`src/hw/spr_pkg.sv`:
```
// Shared constants and types for the SPI register port and its host
// Notes on behaviour
// - Check bits guard the low 91 bits of registers 0x20 to 0x2E
// - Hamming code over 99 bits, double detection
// - Any guarded write recomputes stored check bits
// - Stored and live check mismatch sets error
// - Error set at power-up, cleared by write
// - Host ignores MISO during register writes
// - MISO released except while shifting read data
// - Mode 0: clock idles low, rising samples
// - First byte is command: 0A, 0B, 0D
// - Host sends command, address, data, then releases
// - FIFO read has no address byte
// - Sample is 2-bit tag plus 14-bit value
// - Sample low byte first, high byte second
// - Odd FIFO read drops last sample's upper half
// - Host should read FIFO in even byte counts; host end accepts odd counts, bench reads a single byte once
// - Bursts of any length for all commands
// - FIFO paced by serial clock during reads
// - Burst address increments, sticks at 0x3F
// - Addresses above 63 map to 0x3F, no effect
// - Host uses addresses 0x00 to 0x2E only; host end passes any 8-bit address, bench also sends 0x3E and 0x85
// - Reading data registers clears data-ready indication
// - Unknown command ignored, MISO stays released
`default_nettype none
package spr_pkg;
   localparam logic [7:0] CMD_WR = 8'h0a;
   localparam logic [7:0] CMD_RD = 8'h0b;
   localparam logic [7:0] CMD_FIFO = 8'h0d;
   localparam logic [7:0] IDLE_BYTE = 8'h00;
   localparam logic [5:0] ADDR_INVALID = 6'h3f;
   localparam logic [5:0] GUARD_LO = 6'h20;
   localparam logic [5:0] GUARD_HI = 6'h2e;
   localparam logic [5:0] DATA_A_LO = 6'h08;
   localparam logic [5:0] DATA_A_HI = 6'h0a;
   localparam logic [5:0] DATA_B_LO = 6'h0e;
   localparam logic [5:0] DATA_B_HI = 6'h15;
   localparam int GUARD_REGS = 15;
   localparam int CODE_BITS = 99;
   localparam int CODE_DATA = 91;
   localparam int CODE_CHK = 7;
   localparam int SAMPLE_TAG_W = 2;
   localparam int SAMPLE_VAL_W = 14;
   localparam int SAMPLE_W = SAMPLE_TAG_W + SAMPLE_VAL_W;
   localparam int SYNC_STAGES = 3;
   localparam int SCLK_HALF_CYC = 10;
   localparam logic ERR_AT_RESET = 1'b1;
   localparam logic [2:0] LAST_BIT = 3'h7;
   typedef enum logic [2:0] {SPR_CMD, SPR_ADDR, SPR_WR, SPR_RD, SPR_FIFO, SPR_IGN} spr_dev_state_t;
   typedef enum logic [2:0] {SPR_H_IDLE, SPR_H_LOW, SPR_H_HIGH, SPR_H_TAIL, SPR_H_GAP} spr_host_state_t;
endpackage : spr_pkg
`default_nettype wire

```
`src/hw/spr_if.sv`:
```
// Four-wire serial link joining the device end and the host end
`default_nettype none
interface spr_if;
   logic cs_n;
   logic sclk;
   logic mosi;
   logic miso_o;
   logic miso_oe;
   logic miso_keep;
   logic miso;
   // Bus keeper: holds the last driven level while the device releases MISO
   always_latch begin
      if (miso_oe) begin
         miso_keep = miso_o;
      end
   end
   assign miso = miso_oe ? miso_o : miso_keep;
   modport dev (input cs_n, input sclk, input mosi, output miso_o, output miso_oe);
   modport host (output cs_n, output sclk, output mosi, input miso);
endinterface : spr_if
`default_nettype wire

```
`src/hw/spr_dev_end.sv`:
```
// Device end of the serial port: command decode, register access, FIFO read, upset check
`default_nettype none
module spr_dev_end
   import spr_pkg::*;
(
   input wire logic mclk,
   input wire logic arst_n,
   input wire logic ce,
   spr_if.dev link,
   input wire logic [7:0] reg_rd_data,
   input wire logic [SAMPLE_W-1:0] fifo_sample,
   input wire logic inj_en,
   input wire logic [6:0] inj_bit,
   output logic [5:0] reg_rd_addr,
   output logic reg_wr_stb,
   output logic [5:0] reg_wr_addr,
   output logic [7:0] reg_wr_data,
   output logic [GUARD_REGS*8-1:0] cfg_regs,
   output logic fifo_pop,
   output logic drdy_clr,
   output logic err_user_regs
);

   ////////////////////////////////////////////////////////////////////////////
   function automatic logic [CODE_CHK:0] spr_code(input logic [CODE_DATA-1:0] d);
      logic [CODE_CHK:0] c;
      int k;
      c = '0;
      k = 0;
      for (int p = 1; p < CODE_BITS; p++) begin
         if ((p & (p - 1)) != 0) begin
            for (int j = 0; j < CODE_CHK; j++) begin
               if (p[j]) begin
                  c[j] = c[j] ^ d[k];
               end
            end
            c[CODE_CHK] = c[CODE_CHK] ^ d[k];
            k++;
         end
      end
      // Overall parity over data and check bits tells single from double errors
      c[CODE_CHK] = c[CODE_CHK] ^ (^c[CODE_CHK-1:0]);
      return c;
   endfunction : spr_code

   function automatic logic is_guarded(input logic [5:0] a);
      return (a >= GUARD_LO) && (a <= GUARD_HI);
   endfunction : is_guarded

   function automatic logic is_data_reg(input logic [5:0] a);
      return ((a >= DATA_A_LO) && (a <= DATA_A_HI)) || ((a >= DATA_B_LO) && (a <= DATA_B_HI));
   endfunction : is_data_reg

   ////////////////////////////////////////////////////////////////////////////
   // Pin synchronisers: index 0 chip select, 1 clock, 2 data in
   logic [2:0] pin_in;
   logic [2:0] filt_ff;
   logic [SYNC_STAGES-1:0] sync_ff [3];
   assign pin_in = {link.mosi, link.sclk, link.cs_n};

   for (genvar g = 0; g < 3; g++) begin : g_sync
      always_ff @(posedge mclk or negedge arst_n) begin
         if (!arst_n) begin
            // Start at the pins' idle levels so no false select follows release
            sync_ff[g] <= {SYNC_STAGES{g == 0}};
            filt_ff[g] <= (g == 0) ? 1'b1 : 1'b0;
         end else if (ce) begin
            sync_ff[g] <= {sync_ff[g][SYNC_STAGES-2:0], pin_in[g]};
            if (sync_ff[g][1] == sync_ff[g][2]) begin
               filt_ff[g] <= sync_ff[g][2];
            end
         end
      end
   end

   logic sclk_prev_ff;
   logic sclk_rise;
   logic sclk_fall;
   logic sel;
   always_ff @(posedge mclk or negedge arst_n) begin
      if (!arst_n) begin
         sclk_prev_ff <= 1'b0;
      end else if (ce) begin
         sclk_prev_ff <= filt_ff[1];
      end
   end
   assign sel = ~filt_ff[0];
   assign sclk_rise = sel & filt_ff[1] & ~sclk_prev_ff;
   assign sclk_fall = sel & ~filt_ff[1] & sclk_prev_ff;

   ////////////////////////////////////////////////////////////////////////////
   // Byte framing
   spr_dev_state_t state_ff;
   logic [2:0] bit_cnt_ff;
   logic [7:0] rx_sh_ff;
   logic [7:0] rx_byte;
   logic byte_done;
   logic [5:0] addr_ff;
   logic [5:0] addr_map;
   logic wr_cmd_ff;
   assign rx_byte = {rx_sh_ff[6:0], filt_ff[2]};
   assign byte_done = sclk_rise && (bit_cnt_ff == LAST_BIT);
   assign addr_map = (rx_byte > 8'(ADDR_INVALID)) ? ADDR_INVALID : rx_byte[5:0];

   always_ff @(posedge mclk or negedge arst_n) begin
      if (!arst_n) begin
         bit_cnt_ff <= '0;
         rx_sh_ff <= '0;
      end else if (ce) begin
         if (!sel) begin
            bit_cnt_ff <= '0;
         end else if (sclk_rise) begin
            bit_cnt_ff <= bit_cnt_ff + 3'h1;
            rx_sh_ff <= rx_byte;
         end
      end
   end

   always_ff @(posedge mclk or negedge arst_n) begin
      if (!arst_n) begin
         state_ff <= SPR_CMD;
      end else if (ce) begin
         if (!sel) begin
            state_ff <= SPR_CMD;
         end else if (byte_done) begin
            case (state_ff)
               SPR_CMD: begin
                  case (rx_byte)
                     CMD_WR, CMD_RD: state_ff <= SPR_ADDR;
                     CMD_FIFO: state_ff <= SPR_FIFO;
                     default: state_ff <= SPR_IGN;
                  endcase
               end
               SPR_ADDR: state_ff <= wr_cmd_ff ? SPR_WR : SPR_RD;
               default: state_ff <= state_ff;
            endcase
         end
      end
   end

   // The shifter has moved on by the end of the address byte, so the command kind is kept
   always_ff @(posedge mclk or negedge arst_n) begin
      if (!arst_n) begin
         wr_cmd_ff <= 1'b0;
      end else if (ce && byte_done && state_ff == SPR_CMD) begin
         wr_cmd_ff <= (rx_byte == CMD_WR);
      end
   end

   always_ff @(posedge mclk or negedge arst_n) begin
      if (!arst_n) begin
         addr_ff <= '0;
      end else if (ce && byte_done) begin
         if (state_ff == SPR_ADDR) begin
            addr_ff <= addr_map;
         end else if ((state_ff == SPR_WR || state_ff == SPR_RD) && addr_ff != ADDR_INVALID) begin
            addr_ff <= addr_ff + 6'h1;
         end
      end
   end
   assign reg_rd_addr = addr_ff;

   ////////////////////////////////////////////////////////////////////////////
   // Register writes, guarded bank and upset check
   logic [GUARD_REGS-1:0][7:0] bank_ff;
   logic [GUARD_REGS*8-1:0] inj_mask;
   logic wr_hit;
   logic wr_any;
   logic chk_upd_ff;
   logic [CODE_CHK:0] chk_ff;
   logic [CODE_CHK:0] chk_live;
   logic pwr_err_ff;
   logic err_ff;
   logic wr_stb_ff;
   logic [5:0] wr_addr_ff;
   logic [7:0] wr_data_ff;

   assign wr_any = byte_done && (state_ff == SPR_WR);
   assign wr_hit = wr_any && (addr_ff != ADDR_INVALID);
   assign inj_mask = (GUARD_REGS * 8)'(1) << inj_bit;
   assign chk_live = spr_code(cfg_regs[CODE_DATA-1:0]);

   always_ff @(posedge mclk or negedge arst_n) begin
      if (!arst_n) begin
         bank_ff <= '0;
      end else if (ce) begin
         if (wr_hit && is_guarded(addr_ff)) begin
            bank_ff[addr_ff - GUARD_LO] <= rx_byte;
         end else if (inj_en) begin
            // Upset injection flips a bit behind the check's back
            bank_ff <= bank_ff ^ inj_mask;
         end
      end
   end
   assign cfg_regs = bank_ff;

   always_ff @(posedge mclk or negedge arst_n) begin
      if (!arst_n) begin
         chk_upd_ff <= 1'b0;
         chk_ff <= '0;
      end else if (ce) begin
         chk_upd_ff <= wr_hit && is_guarded(addr_ff);
         if (chk_upd_ff) begin
            chk_ff <= chk_live;
         end
      end
   end

   always_ff @(posedge mclk or negedge arst_n) begin
      if (!arst_n) begin
         pwr_err_ff <= ERR_AT_RESET;
         err_ff <= ERR_AT_RESET;
      end else if (ce) begin
         if (wr_hit) begin
            pwr_err_ff <= 1'b0;
         end
         // The cycle right after a guarded write still holds old check bits, so its compare is masked
         err_ff <= pwr_err_ff || ((chk_ff != chk_live) && !chk_upd_ff);
      end
   end
   assign err_user_regs = err_ff;

   always_ff @(posedge mclk or negedge arst_n) begin
      if (!arst_n) begin
         wr_stb_ff <= 1'b0;
         wr_addr_ff <= '0;
         wr_data_ff <= '0;
      end else if (ce) begin
         wr_stb_ff <= wr_hit;
         if (wr_hit) begin
            wr_addr_ff <= addr_ff;
            wr_data_ff <= rx_byte;
         end
      end
   end
   assign reg_wr_stb = wr_stb_ff;
   assign reg_wr_addr = wr_addr_ff;
   assign reg_wr_data = wr_data_ff;

   ////////////////////////////////////////////////////////////////////////////
   // Read data path: loads on the falling edge that opens each data byte
   logic [7:0] tx_sh_ff;
   logic [7:0] rd_byte;
   logic miso_ff;
   logic oe_ff;
   logic half_ff;
   logic [SAMPLE_W-1:0] sample_ff;
   logic pop_ff;
   logic drdy_ff;
   logic load;
   logic commit;

   assign load = sclk_fall && (bit_cnt_ff == '0) && (state_ff == SPR_RD || state_ff == SPR_FIFO);
   // The closing fall of a frame looks like an opening one, so side effects wait for the first rise
   assign commit = sclk_rise && (bit_cnt_ff == '0) && (state_ff == SPR_RD || state_ff == SPR_FIFO);
   always_comb begin
      if (addr_ff == ADDR_INVALID) begin
         rd_byte = IDLE_BYTE;
      end else if (is_guarded(addr_ff)) begin
         rd_byte = bank_ff[addr_ff - GUARD_LO];
      end else begin
         rd_byte = reg_rd_data;
      end
   end

   always_ff @(posedge mclk or negedge arst_n) begin
      if (!arst_n) begin
         tx_sh_ff <= '0;
         miso_ff <= 1'b0;
         oe_ff <= 1'b0;
         half_ff <= 1'b0;
         sample_ff <= '0;
      end else if (ce) begin
         if (!sel || state_ff == SPR_IGN || state_ff == SPR_WR) begin
            oe_ff <= 1'b0;
            half_ff <= 1'b0;
         end else if (load && state_ff == SPR_FIFO) begin
            oe_ff <= 1'b1;
            half_ff <= ~half_ff;
            if (!half_ff) begin
               sample_ff <= fifo_sample;
               miso_ff <= fifo_sample[7];
               tx_sh_ff <= {fifo_sample[6:0], 1'b0};
            end else begin
               miso_ff <= sample_ff[SAMPLE_W-1];
               tx_sh_ff <= {sample_ff[SAMPLE_W-2:8], 1'b0};
            end
         end else if (load) begin
            oe_ff <= 1'b1;
            miso_ff <= rd_byte[7];
            tx_sh_ff <= {rd_byte[6:0], 1'b0};
         end else if (sclk_fall) begin
            miso_ff <= tx_sh_ff[7];
            tx_sh_ff <= {tx_sh_ff[6:0], 1'b0};
         end
      end
   end
   assign link.miso_o = miso_ff;
   assign link.miso_oe = oe_ff;

   always_ff @(posedge mclk or negedge arst_n) begin
      if (!arst_n) begin
         pop_ff <= 1'b0;
         drdy_ff <= 1'b0;
      end else if (ce) begin
         pop_ff <= commit && (state_ff == SPR_FIFO) && half_ff;
         drdy_ff <= commit && (state_ff == SPR_RD) && is_data_reg(addr_ff);
      end
   end
   assign fifo_pop = pop_ff;
   assign drdy_clr = drdy_ff;

endmodule : spr_dev_end
`default_nettype wire

```
`src/flat_wrapper.sv`:
```
// flat-port wrapper written by rule: the top's interface ports become plain ports
module spr_dev_end_flat import spr_pkg::*;
  (mclk, arst_n, ce, reg_rd_data, fifo_sample, inj_en, inj_bit, reg_rd_addr, reg_wr_stb, reg_wr_addr, reg_wr_data, cfg_regs, fifo_pop, drdy_clr, err_user_regs, link_cs_n, link_sclk, link_mosi, link_miso_o, link_miso_oe);
  spr_if link_i ();
  input wire logic mclk;
  input wire logic arst_n;
  input wire logic ce;
  input wire logic [7:0] reg_rd_data;
  input wire logic [SAMPLE_W-1:0] fifo_sample;
  input wire logic inj_en;
  input wire logic [6:0] inj_bit;
  output logic [5:0] reg_rd_addr;
  output logic reg_wr_stb;
  output logic [5:0] reg_wr_addr;
  output logic [7:0] reg_wr_data;
  output logic [GUARD_REGS*8-1:0] cfg_regs;
  output logic fifo_pop;
  output logic drdy_clr;
  output logic err_user_regs;
  input wire logic [$bits(link_i.cs_n)-1:0] link_cs_n;
  input wire logic [$bits(link_i.sclk)-1:0] link_sclk;
  input wire logic [$bits(link_i.mosi)-1:0] link_mosi;
  output wire logic [$bits(link_i.miso_o)-1:0] link_miso_o;
  output wire logic [$bits(link_i.miso_oe)-1:0] link_miso_oe;
  assign link_i.cs_n = link_cs_n;
  assign link_i.sclk = link_sclk;
  assign link_i.mosi = link_mosi;
  assign link_miso_o = link_i.miso_o;
  assign link_miso_oe = link_i.miso_oe;
  spr_dev_end u_core (.mclk(mclk), .arst_n(arst_n), .ce(ce), .link(link_i), .reg_rd_data(reg_rd_data), .fifo_sample(fifo_sample), .inj_en(inj_en), .inj_bit(inj_bit), .reg_rd_addr(reg_rd_addr), .reg_wr_stb(reg_wr_stb), .reg_wr_addr(reg_wr_addr), .reg_wr_data(reg_wr_data), .cfg_regs(cfg_regs), .fifo_pop(fifo_pop), .drdy_clr(drdy_clr), .err_user_regs(err_user_regs));
endmodule
```
`config.mk`:
```
export PLATFORM = sky130hd
export DESIGN_NAME = spr_dev_end_flat
export DESIGN_NICKNAME = d
export VERILOG_FILES = /design/src/hw/spr_pkg.sv /design/src/hw/spr_if.sv /design/src/hw/spr_dev_end.sv /design/src/flat_wrapper.sv
export SDC_FILE = /design/constraint.sdc
export NUM_CORES = 1
export LEC_CHECK = 0
export BUFFER_PORTS_ARGS = -buffer_cell sky130_fd_sc_hd__clkbuf_2
export CAP_MARGIN = 0
export CORE_ASPECT_RATIO = 0.9
export CORE_MARGIN = 2
export CORE_UTILIZATION = 59
export CTS_CLUSTER_DIAMETER = 30
export DETAILED_ROUTE_END_ITERATION = 6
export GPL_TIMING_DRIVEN = 0
export HOLD_SLACK_MARGIN = 0.08
export PLACE_DENSITY = 0.86
export RECOVER_POWER = 50
export SLEW_MARGIN = 30
export SYNTH_ARGS = -nofsm -noshare
export SYNTH_HDL_FRONTEND = slang
export SYNTH_SLANG_ARGS = --single-unit
```
`constraint.sdc`:
```
create_clock -name mclk -period 4.6 [get_ports mclk]
set_clock_uncertainty 0.15 [all_clocks]
set_input_delay 0 -clock mclk [delete_from_list [all_inputs] [get_ports mclk]]
set_output_delay 0 -clock mclk [all_outputs]
set_load 0.05 [all_outputs]
```
==> results.py, run 1 <==
metrics = {
    "status": {
        "outcome": "finished, violations left",
        "violations": "capacitance limit, slew limit",
    },
    "clock_tree": {
        "clkTransAtPathRegs_ns": 0.10,
        "cts_buffers": 17,
        "cts_htree_levels": 4,
        "cts_root_buf": "clkbuf_16",
        "cts_tree": "built",
        "cts_setup_buffers": 0,
        "cts.sinks": 199,
        "worstSkewPairLatency_ns": 0.46,
        "clk_path_buf_depth": 2,
    },
    "floorplanning": {
        "initial_core_util_pct": 60.2,
        "chipHeight_um": 148,
        "fp.dieArea_sq_um": 24200,
        "dieWidth_um": 164,
        "coreArea_sq_um": 22500,
        "io_pins": 184,
        "rows": 52,
    },
    "drt": {
        "drc": 0,
        "vias_per_cell": 7.14,
        "drtPass1Iterations": 7,
        "wl_per_cell_um": 28.7,
        "drt-initial-drc-count": 2298,
        "postRouteAntennaNets": 0,
        "wirelength_um": 55400,
        "vias": 13800,
    },
    "finish": {
        "synthToLayoutAreaGrowth_pct": 15.9,
        "nets": 1663,
        "drive_gt1_share_pct": 11.3,
        "n_fill_cell": 1789,
    },
    "power": {
        "p_leak_nw": 6.40,
        "combPwrFrac_pct": 59.1,
        "p_seq_share_pct": 24.2,
        "switching_share_pct": 40.8,
        "power.density_nw_per_um2": 634,
        "power.total_w": 0.00997,
        "p_sw_w": 0.00407,
        "p_clk_share_pct": 16.7,
        "vdd_drop_max_mv": 0.941,
        "intPower_w": 0.00590,
    },
    "worst_hold_path": {
        "holdCritStartpoint": "inj_bit[1]",
        "holdCritPathClass": "primary input to flip-flop",
    },
    "sta": {
        "maxSlewViolCount": 144,
        "fin_crit_sh_pct": 92.4,
        "rsz0062_at_grt": "false",
        "tightest_slew_ns": 2.86,
        "max_clock_freq_mhz": 235,
        "hold_viol": 0,
        "setup_viol": 0,
        "slew_headroom_pct": -90.4,
        "tns_ns": 0,
        "fin_crit_ns": 4.25,
    },
    "synthesis": {
        "synth.distinct_cells": 58,
        "synth_area_per_cell_sq_um": 9.84,
        "ys_warn_count": 0,
        "yosysTopAreaCell": "dfrtp_1",
        "synth_edf_count": 0,
        "ys.flop_type": "dfrtp_1",
        "ys_ff_latch": 199,
        "synth-async-reset-ratio_pct": 100,
        "synth_top_area_share_pct": 35.6,
        "synth_area_leaders": "dfrtp_1 36%, a22o_1 7.7%, xnor2_1 7.0%, o31ai_1 6.7%, o21ai_0 5.5%",
        "syn_nets": 1425,
        "ys_seq_area_share_pct": 36.8,
        "synth_cells": 1379,
        "synth_area_sq_um": 13600,
    },
    "worst_setup_path": {
        "critical_path_peak_fanout": 10,
        "cp-startpoint": "u_core.reg_rd_addr[0]",
        "arrival_ns": 4.43,
        "crit_type": "flip-flop to flip-flop",
        "endpoint_kind": "flip-flop",
        "crit_required_ns": 4.78,
        "r2r_start": "u_core.reg_rd_addr[0]",
        "critPathLaunchType": "flip-flop",
    },
    "grt": {
        "grt_usage_pct": 45.8,
        "first_global_vias": 12800,
        "antenna_found_initial": 0,
        "gr-total-overflow": 0,
        "grt_max_degree": 55,
        "grt_pass1_wl_um": 81000,
    },
    "placement": {
        "hpwl_um": 39100,
        "place_congestion": 1.02,
        "portBuffers": 182,
    },
    "flow_run": {
        "maxCapViolations": 3,
    },
}
-- cells in the mapped netlist (2+ instances only) --
cell type,instances
xnor3_2,4
a22o_1,119
inv_1,13
mux2_2,45
nor2b_1,7
or3_1,3
and2_1,6
a32o_1,2
nand2_1,192
and3_1,2
o22ai_1,11
dfrtp_1,193
o2bb2ai_1,2
a21oi_1,47
o31ai_1,121
a22oi_1,8
xor2_1,26
nand3_1,8
clkbuf_1,81
xnor2_1,109
xnor3_1,29
o22a_1,3
a21o_1,3
o21ai_0,150
nand3b_1,4
a221oi_1,6
nor3_1,21
a211oi_1,7
mux2i_1,11
nor3b_1,3
dfstp_2,6
or2_2,3
mux4_2,23
nor4_1,7
or4_1,2
nand4_1,2
nor2_1,45
xor3_1,9
ha_1,8
a31oi_1,3
nand2b_1,9
buf_1,10
-- routing by layer --
layer  GRT usage, %  wire length (um)  part of all wire, %
met1           59.8             19900                   36
met2           67.4             23400                   42
met3           14.7              8060                   15
met4           26.2              4060                  7.3
met5              0                 0                    0
-- sequential cells by signal, indices dropped and copies added (netlist names), 7 cells and up --
signal              count
u_core.reg_wr_data      8
u_core.sync_ff          9
u_core.tx_sh_ff         7
u_core.cfg_regs       120
u_core.rx_sh_ff         7
u_core.sample_ff        8
u_core.chk_ff           8
-- path summary, 6_finish.rpt --
check / endpoint / slack, ns / depth (start not counted)
worst max register to register: u_core.tx_sh_ff[3] / 0.35 / 11
min in group asynchronous: u_core.sync_ff[7] / 0.79 / 3
worst min register to register: u_core.reg_wr_addr[4] / 0.35 / 2
max in group asynchronous: u_core.cfg_regs[81] / 0.75 / 4
worst min-delay path: u_core.cfg_regs[91] / 0.11 / 5
worst max-delay path: u_core.tx_sh_ff[3] / 0.35 / 11
-- cells in the final DEF, fill, tap and decap left out, drive strengths merged, types with 4 or more instances in the layout --
cell	synthesis	layout
xor2	27	27
inv	13	22
nand2	192	192
nor2b	7	7
a22oi	8	8
a211oi	7	7
a21oi	47	47
a221oi	6	6
nand2b	9	9
dlygate4sd3	0	33
nor3	21	21
mux4	24	24
nor4	8	8
and2	6	6
xnor2	110	110
dfrtp	193	193
mux2i	11	11
dfstp	6	6
xor3	10	10
mux2	45	45
o22ai	11	11
o31ai	121	121
o21ai	151	151
buf	10	9
ha	8	8
xnor3	33	33
nor2	45	45
clkinv	1	6
nand3	8	8
clkbuf	81	284
nand3b	4	4
a22o	120	120
-- power groups by stage --
stage	clock, W	combinational (W)	sequential [W]
floorplan	0	0.00451	0.00270
global placement	0	0.00565	0.00240
detailed placement	0	0.00583	0.00241
CTS	0.00165	0.00588	0.00238
global route	0.00172	0.00617	0.00242
finish	0.00166	0.00589	0.00241
-- worst max-delay path: stages (launching register included) --
cell           delay (ns)
dfrtp_1              0.45
clkbuf_1             0.37
clkbuf_1             0.59
clkbuf_2             0.47
mux4_2               0.60
a22oi_1              0.28
a21oi_1              0.12
a21oi_1              0.14
nor2_1               0.06
a211oi_1             0.26
dlygate4sd3_1        0.59
a21oi_1              0.06
-- kinds of logic (layout without fill, tap and decap cells) --
kind of cell / count (synthesis) / in the layout / share of synthesized area (%)
XOR/XNOR: 180 / 180 / 16.2
flip-flops: 199 / 199 / 36.8
multiplexers: 80 / 80 / 8.56
AND/OR/NAND/NOR: 317 / 317 / 10.1
buffers and inverters: 105 / 356 / 2.91
adder cells (fa/ha/maj): 8 / 8 / 0.738
other: 0 / 3 / 0
AO/OA/AOI/OAI: 490 / 490 / 24.6
-- final cells by class --
class	instances	area (sq um)	share of cell area, %
clock inverters	15	211	1.34
well taps	297	372	2.36
repair buffers	219	1140	7.22
clock buffers	17	425	2.71
flip-flops and latches	199	4990	31.7
inverters	14	52.6	0.334
plain buffers	91	344	2.19
multi-input cells	1075	8190	52.1
diodes	3	7.51	0.0477
-- metrics by stage --
step	std cells	worst slack (ns)	hold WS (ns)	cell area [sq um]	util, %
finish	1930	0.350	0.115	15700	69.9
global route	1927	0.0659	0.140	15700	69.8
CTS	1927	0.0588	0.0815	15900	70.7
detailed placement	1861	0.174	-0.170	14900	66.4
global placement	1858	-0.549	0.0833	14800	65.9
floorplan	1379	0.966	-0.446	13600	-
-- repair_timing --
| action | CTS | global route |
|---|---|---|
| hold buffers | 34 | 0 |
| endpoints found under the setup margin | 0 | 66 |
| hold endpoints to repair | 220 | 0 |
| gates resized for setup | 0 | 2 |
No activity file was read; power rests on OpenSTA's default activity.
==> run 2: changes to the inputs <==
--- a/config.mk
+++ b/config.mk
@@ -6,7 +6,7 @@
 export NUM_CORES = 1
 export LEC_CHECK = 0
 export BUFFER_PORTS_ARGS = -buffer_cell sky130_fd_sc_hd__clkbuf_2
-export CAP_MARGIN = 0
+export CAP_MARGIN = 30
 export CORE_ASPECT_RATIO = 0.9
 export CORE_MARGIN = 2
 export CORE_UTILIZATION = 59
@@ -14,9 +14,10 @@
 export DETAILED_ROUTE_END_ITERATION = 6
 export GPL_TIMING_DRIVEN = 0
 export HOLD_SLACK_MARGIN = 0.08
-export PLACE_DENSITY = 0.86
+export PLACE_DENSITY_LB_ADDON = 0.25
 export RECOVER_POWER = 50
 export SLEW_MARGIN = 30
 export SYNTH_ARGS = -nofsm -noshare
 export SYNTH_HDL_FRONTEND = slang
 export SYNTH_SLANG_ARGS = --single-unit
+export TNS_END_PERCENT = 10
==> run 2 against run 1 <==
  * The flow still finishes with violations (capacitance limit, slew limit)
  * Die area stayed put
  * Clock power is essentially flat
  * Maximum frequency shrank 3.3%
  * Largest cell class unchanged
  * Critical endpoint is now u_core.tx_sh_ff[6]
  * Utilization grew 0.094 points
  * Largest power group unchanged
  * Final cell count shrank 0.21%
  * Register-to-register slack got worse by 0.15 ns
==> results.py, run 2 (synthesis results as in run 1) <==
metrics = {
    "status": {
        "outcome": "finished, violations left",
        "violations": "capacitance limit, slew limit",
    },
    "drt": {
        "drc": 0,
        "vias": 13500,
        "wl_per_cell_um": 29.2,
        "drt-initial-drc-count": 1963,
        "wirelength_um": 56300,
        "vias_per_cell": 7.02,
        "drtPass1Iterations": 6,
        "postRouteAntennaNets": 0,
    },
    "clock_tree": {
        "clkTransAtPathRegs_ns": 0.09,
        "cts_tree": "built",
        "cts_buffers": 17,
        "clk_path_buf_depth": 2,
        "worstSkewPairLatency_ns": 0.47,
        "cts_htree_levels": 4,
        "cts_root_buf": "clkbuf_16",
        "cts.sinks": 199,
        "cts_setup_buffers": 0,
    },
    "sta": {
        "tns_ns": 0,
        "fin_crit_sh_pct": 95.6,
        "hold_slack_ns": 0.0923,
        "slew_headroom_pct": -65.7,
        "setup_viol": 0,
        "tightest_slew_ns": 2.49,
        "max_clock_freq_mhz": 227,
        "rsz0062_at_grt": "false",
        "maxSlewViolCount": 202,
        "fin_crit_ns": 4.40,
        "hold_viol": 0,
    },
    "finish": {
        "nets": 1662,
        "layout_commonest_cell": "dfrtp_1",
        "layout_common_cells": "193 x dfrtp_1, 192 x nand2_1, 153 x clkbuf_1, 150 x o21ai_0, 121 x o31ai_1",
        "diodes": 0,
        "n_fill_cell": 1790,
        "largest_reg_flops": 120,
        "synthToLayoutAreaGrowth_pct": 16.1,
        "final_util_pct": 70.0,
        "drive_gt1_share_pct": 14.4,
        "instances_no_fill": 1926,
    },
    "worst_setup_path": {
        "critPathTopFamily": "buffers and inverters",
        "rr_worst_depth": 11,
        "rr_endpoint": "u_core.tx_sh_ff[6]",
        "crit_type": "flip-flop to flip-flop",
        "rrSetupSlack_ns": 0.20,
        "crit_buf_inv": 5,
        "slowest_stage": "a221oi_1",
        "crit_chain": "clkbuf_1 -> clkbuf_2 -> clkdlybuf4s15_2 -> clkinv_1 -> a221oi_1 -> nor3_1 -> a21oi_1 -> nor2_1 -> a211oi_1 -> dlygate4sd3_1 -> a21oi_1",
        "arrival_ns": 4.58,
        "critPathLaunchType": "flip-flop",
        "crit_required_ns": 4.78,
        "endpoint_kind": "flip-flop",
        "r2r_start": "u_core.reg_rd_addr[0]",
        "cp-startpoint": "u_core.reg_rd_addr[0]",
        "critical_path_peak_fanout": 10,
        "crit_path_max_incr_delay_ns": 0.59,
        "path_common_cell": "a21oi_1",
    },
    "flow_run": {
        "maxCapViolations": 3,
    },
    "floorplanning": {
        "io_pins": 184,
        "dieWidth_um": 164,
        "chipHeight_um": 148,
        "fp.dieArea_sq_um": 24200,
        "rows": 52,
        "coreArea_sq_um": 22500,
        "initial_core_util_pct": 60.2,
    },
    "power": {
        "vdd_drop_max_mv": 1.42,
        "p_leak_nw": 6.55,
        "power.density_nw_per_um2": 635,
        "power.total_w": 0.0100,
    },
    "worst_hold_path": {
        "holdCritPathClass": "primary input to flip-flop",
        "holdCritStartpoint": "inj_bit[1]",
        "min_to": "u_core.cfg_regs[88]",
        "hold_depth": 5,
    },
    "placement": {
        "dp.cells": 1860,
        "place_congestion": 1.00,
        "hpwl_um": 39600,
        "portBuffers": 182,
    },
    "grt": {
        "first_global_vias": 12800,
        "grt_pass1_wl_um": 82100,
        "grt_max_degree": 81,
        "grt_usage_pct": 47.0,
        "gr-total-overflow": 0,
        "antenna_found_initial": 1,
    },
}
run 2: cell types whose count changed in the layout (fill, tap and decap cells not counted), moves of 2 or more:
cell and delta:
inv_12 -2, inv_6 -2, clkbuf_2 +49, clkbuf_1 -50
diode_2 -3, inv_8 +2, clkinv_4 +2
run 2: power by group:
part	internal (W)	total (W)	switching [W]
Sequential	0.00198	0.00241	0.000433
Combinational	0.00320	0.00596	0.00276
Clock	0.000765	0.00163	0.000870
run 2: stage by stage:
stage                     worst slack, ns  area (sq um)
after floorplan                     0.966         13600
after global placement             -0.577         14800
after detailed placement          -0.0345         14900
after CTS                           0.151         15900
after global routing               0.0129         15700
final                               0.203         15700
run 2: area by class of cell:
class                   instances  area, sq um  share of cell area [%]
multi-input cells            1075         8190                    52.0
flip-flops and latches        199         4990                    31.7
repair buffers                218         1160                    7.40
clock buffers                  18          439                    2.79
well taps                     297          372                    2.36
plain buffers                  91          352                    2.23
clock inverters                14          190                    1.21
inverters                      14         52.6                   0.334
run 2: worst max-delay path by stage:
stage | endpoint | slack (ns) | cells past startpoint
after global routing | u_core.tx_sh_ff[4] | 0.01 | 12
final | u_core.tx_sh_ff[6] | 0.20 | 11
after CTS | u_core.tx_sh_ff[6] | 0.15 | 12
after detailed placement | u_core.cfg_regs[4] | -0.03 | 10
after floorplan | u_core.err_user_regs | 0.97 | 8
after global placement | u_core.chk_ff[3] | -0.58 | 1
run 2: worst min-delay path: stages:
cell and delay, ns:
clkbuf_2 0.15, or2_2 0.23, o21ai_0 0.11, nand2_1 0.07
a22o_1 0.13
run 2: what timing repair did:
item	4_1_cts	5_1_grt
hold buffers	34	0
endpoints found under the setup margin	8	8
hold endpoints to repair	215	0
pin swaps	0	0
resized for setup	2	2
run 2: layer usage:
layer | wire length (um) | vias up | GRT usage [%]
li1 | - | 5603 | -
met1 | 20500 | 6539 | 61.3
met2 | 23600 | 1112 | 66.6
met3 | 8150 | 259 | 17.6
met4 | 3970 | 0 | 28.1
met5 | 0 | - | 0
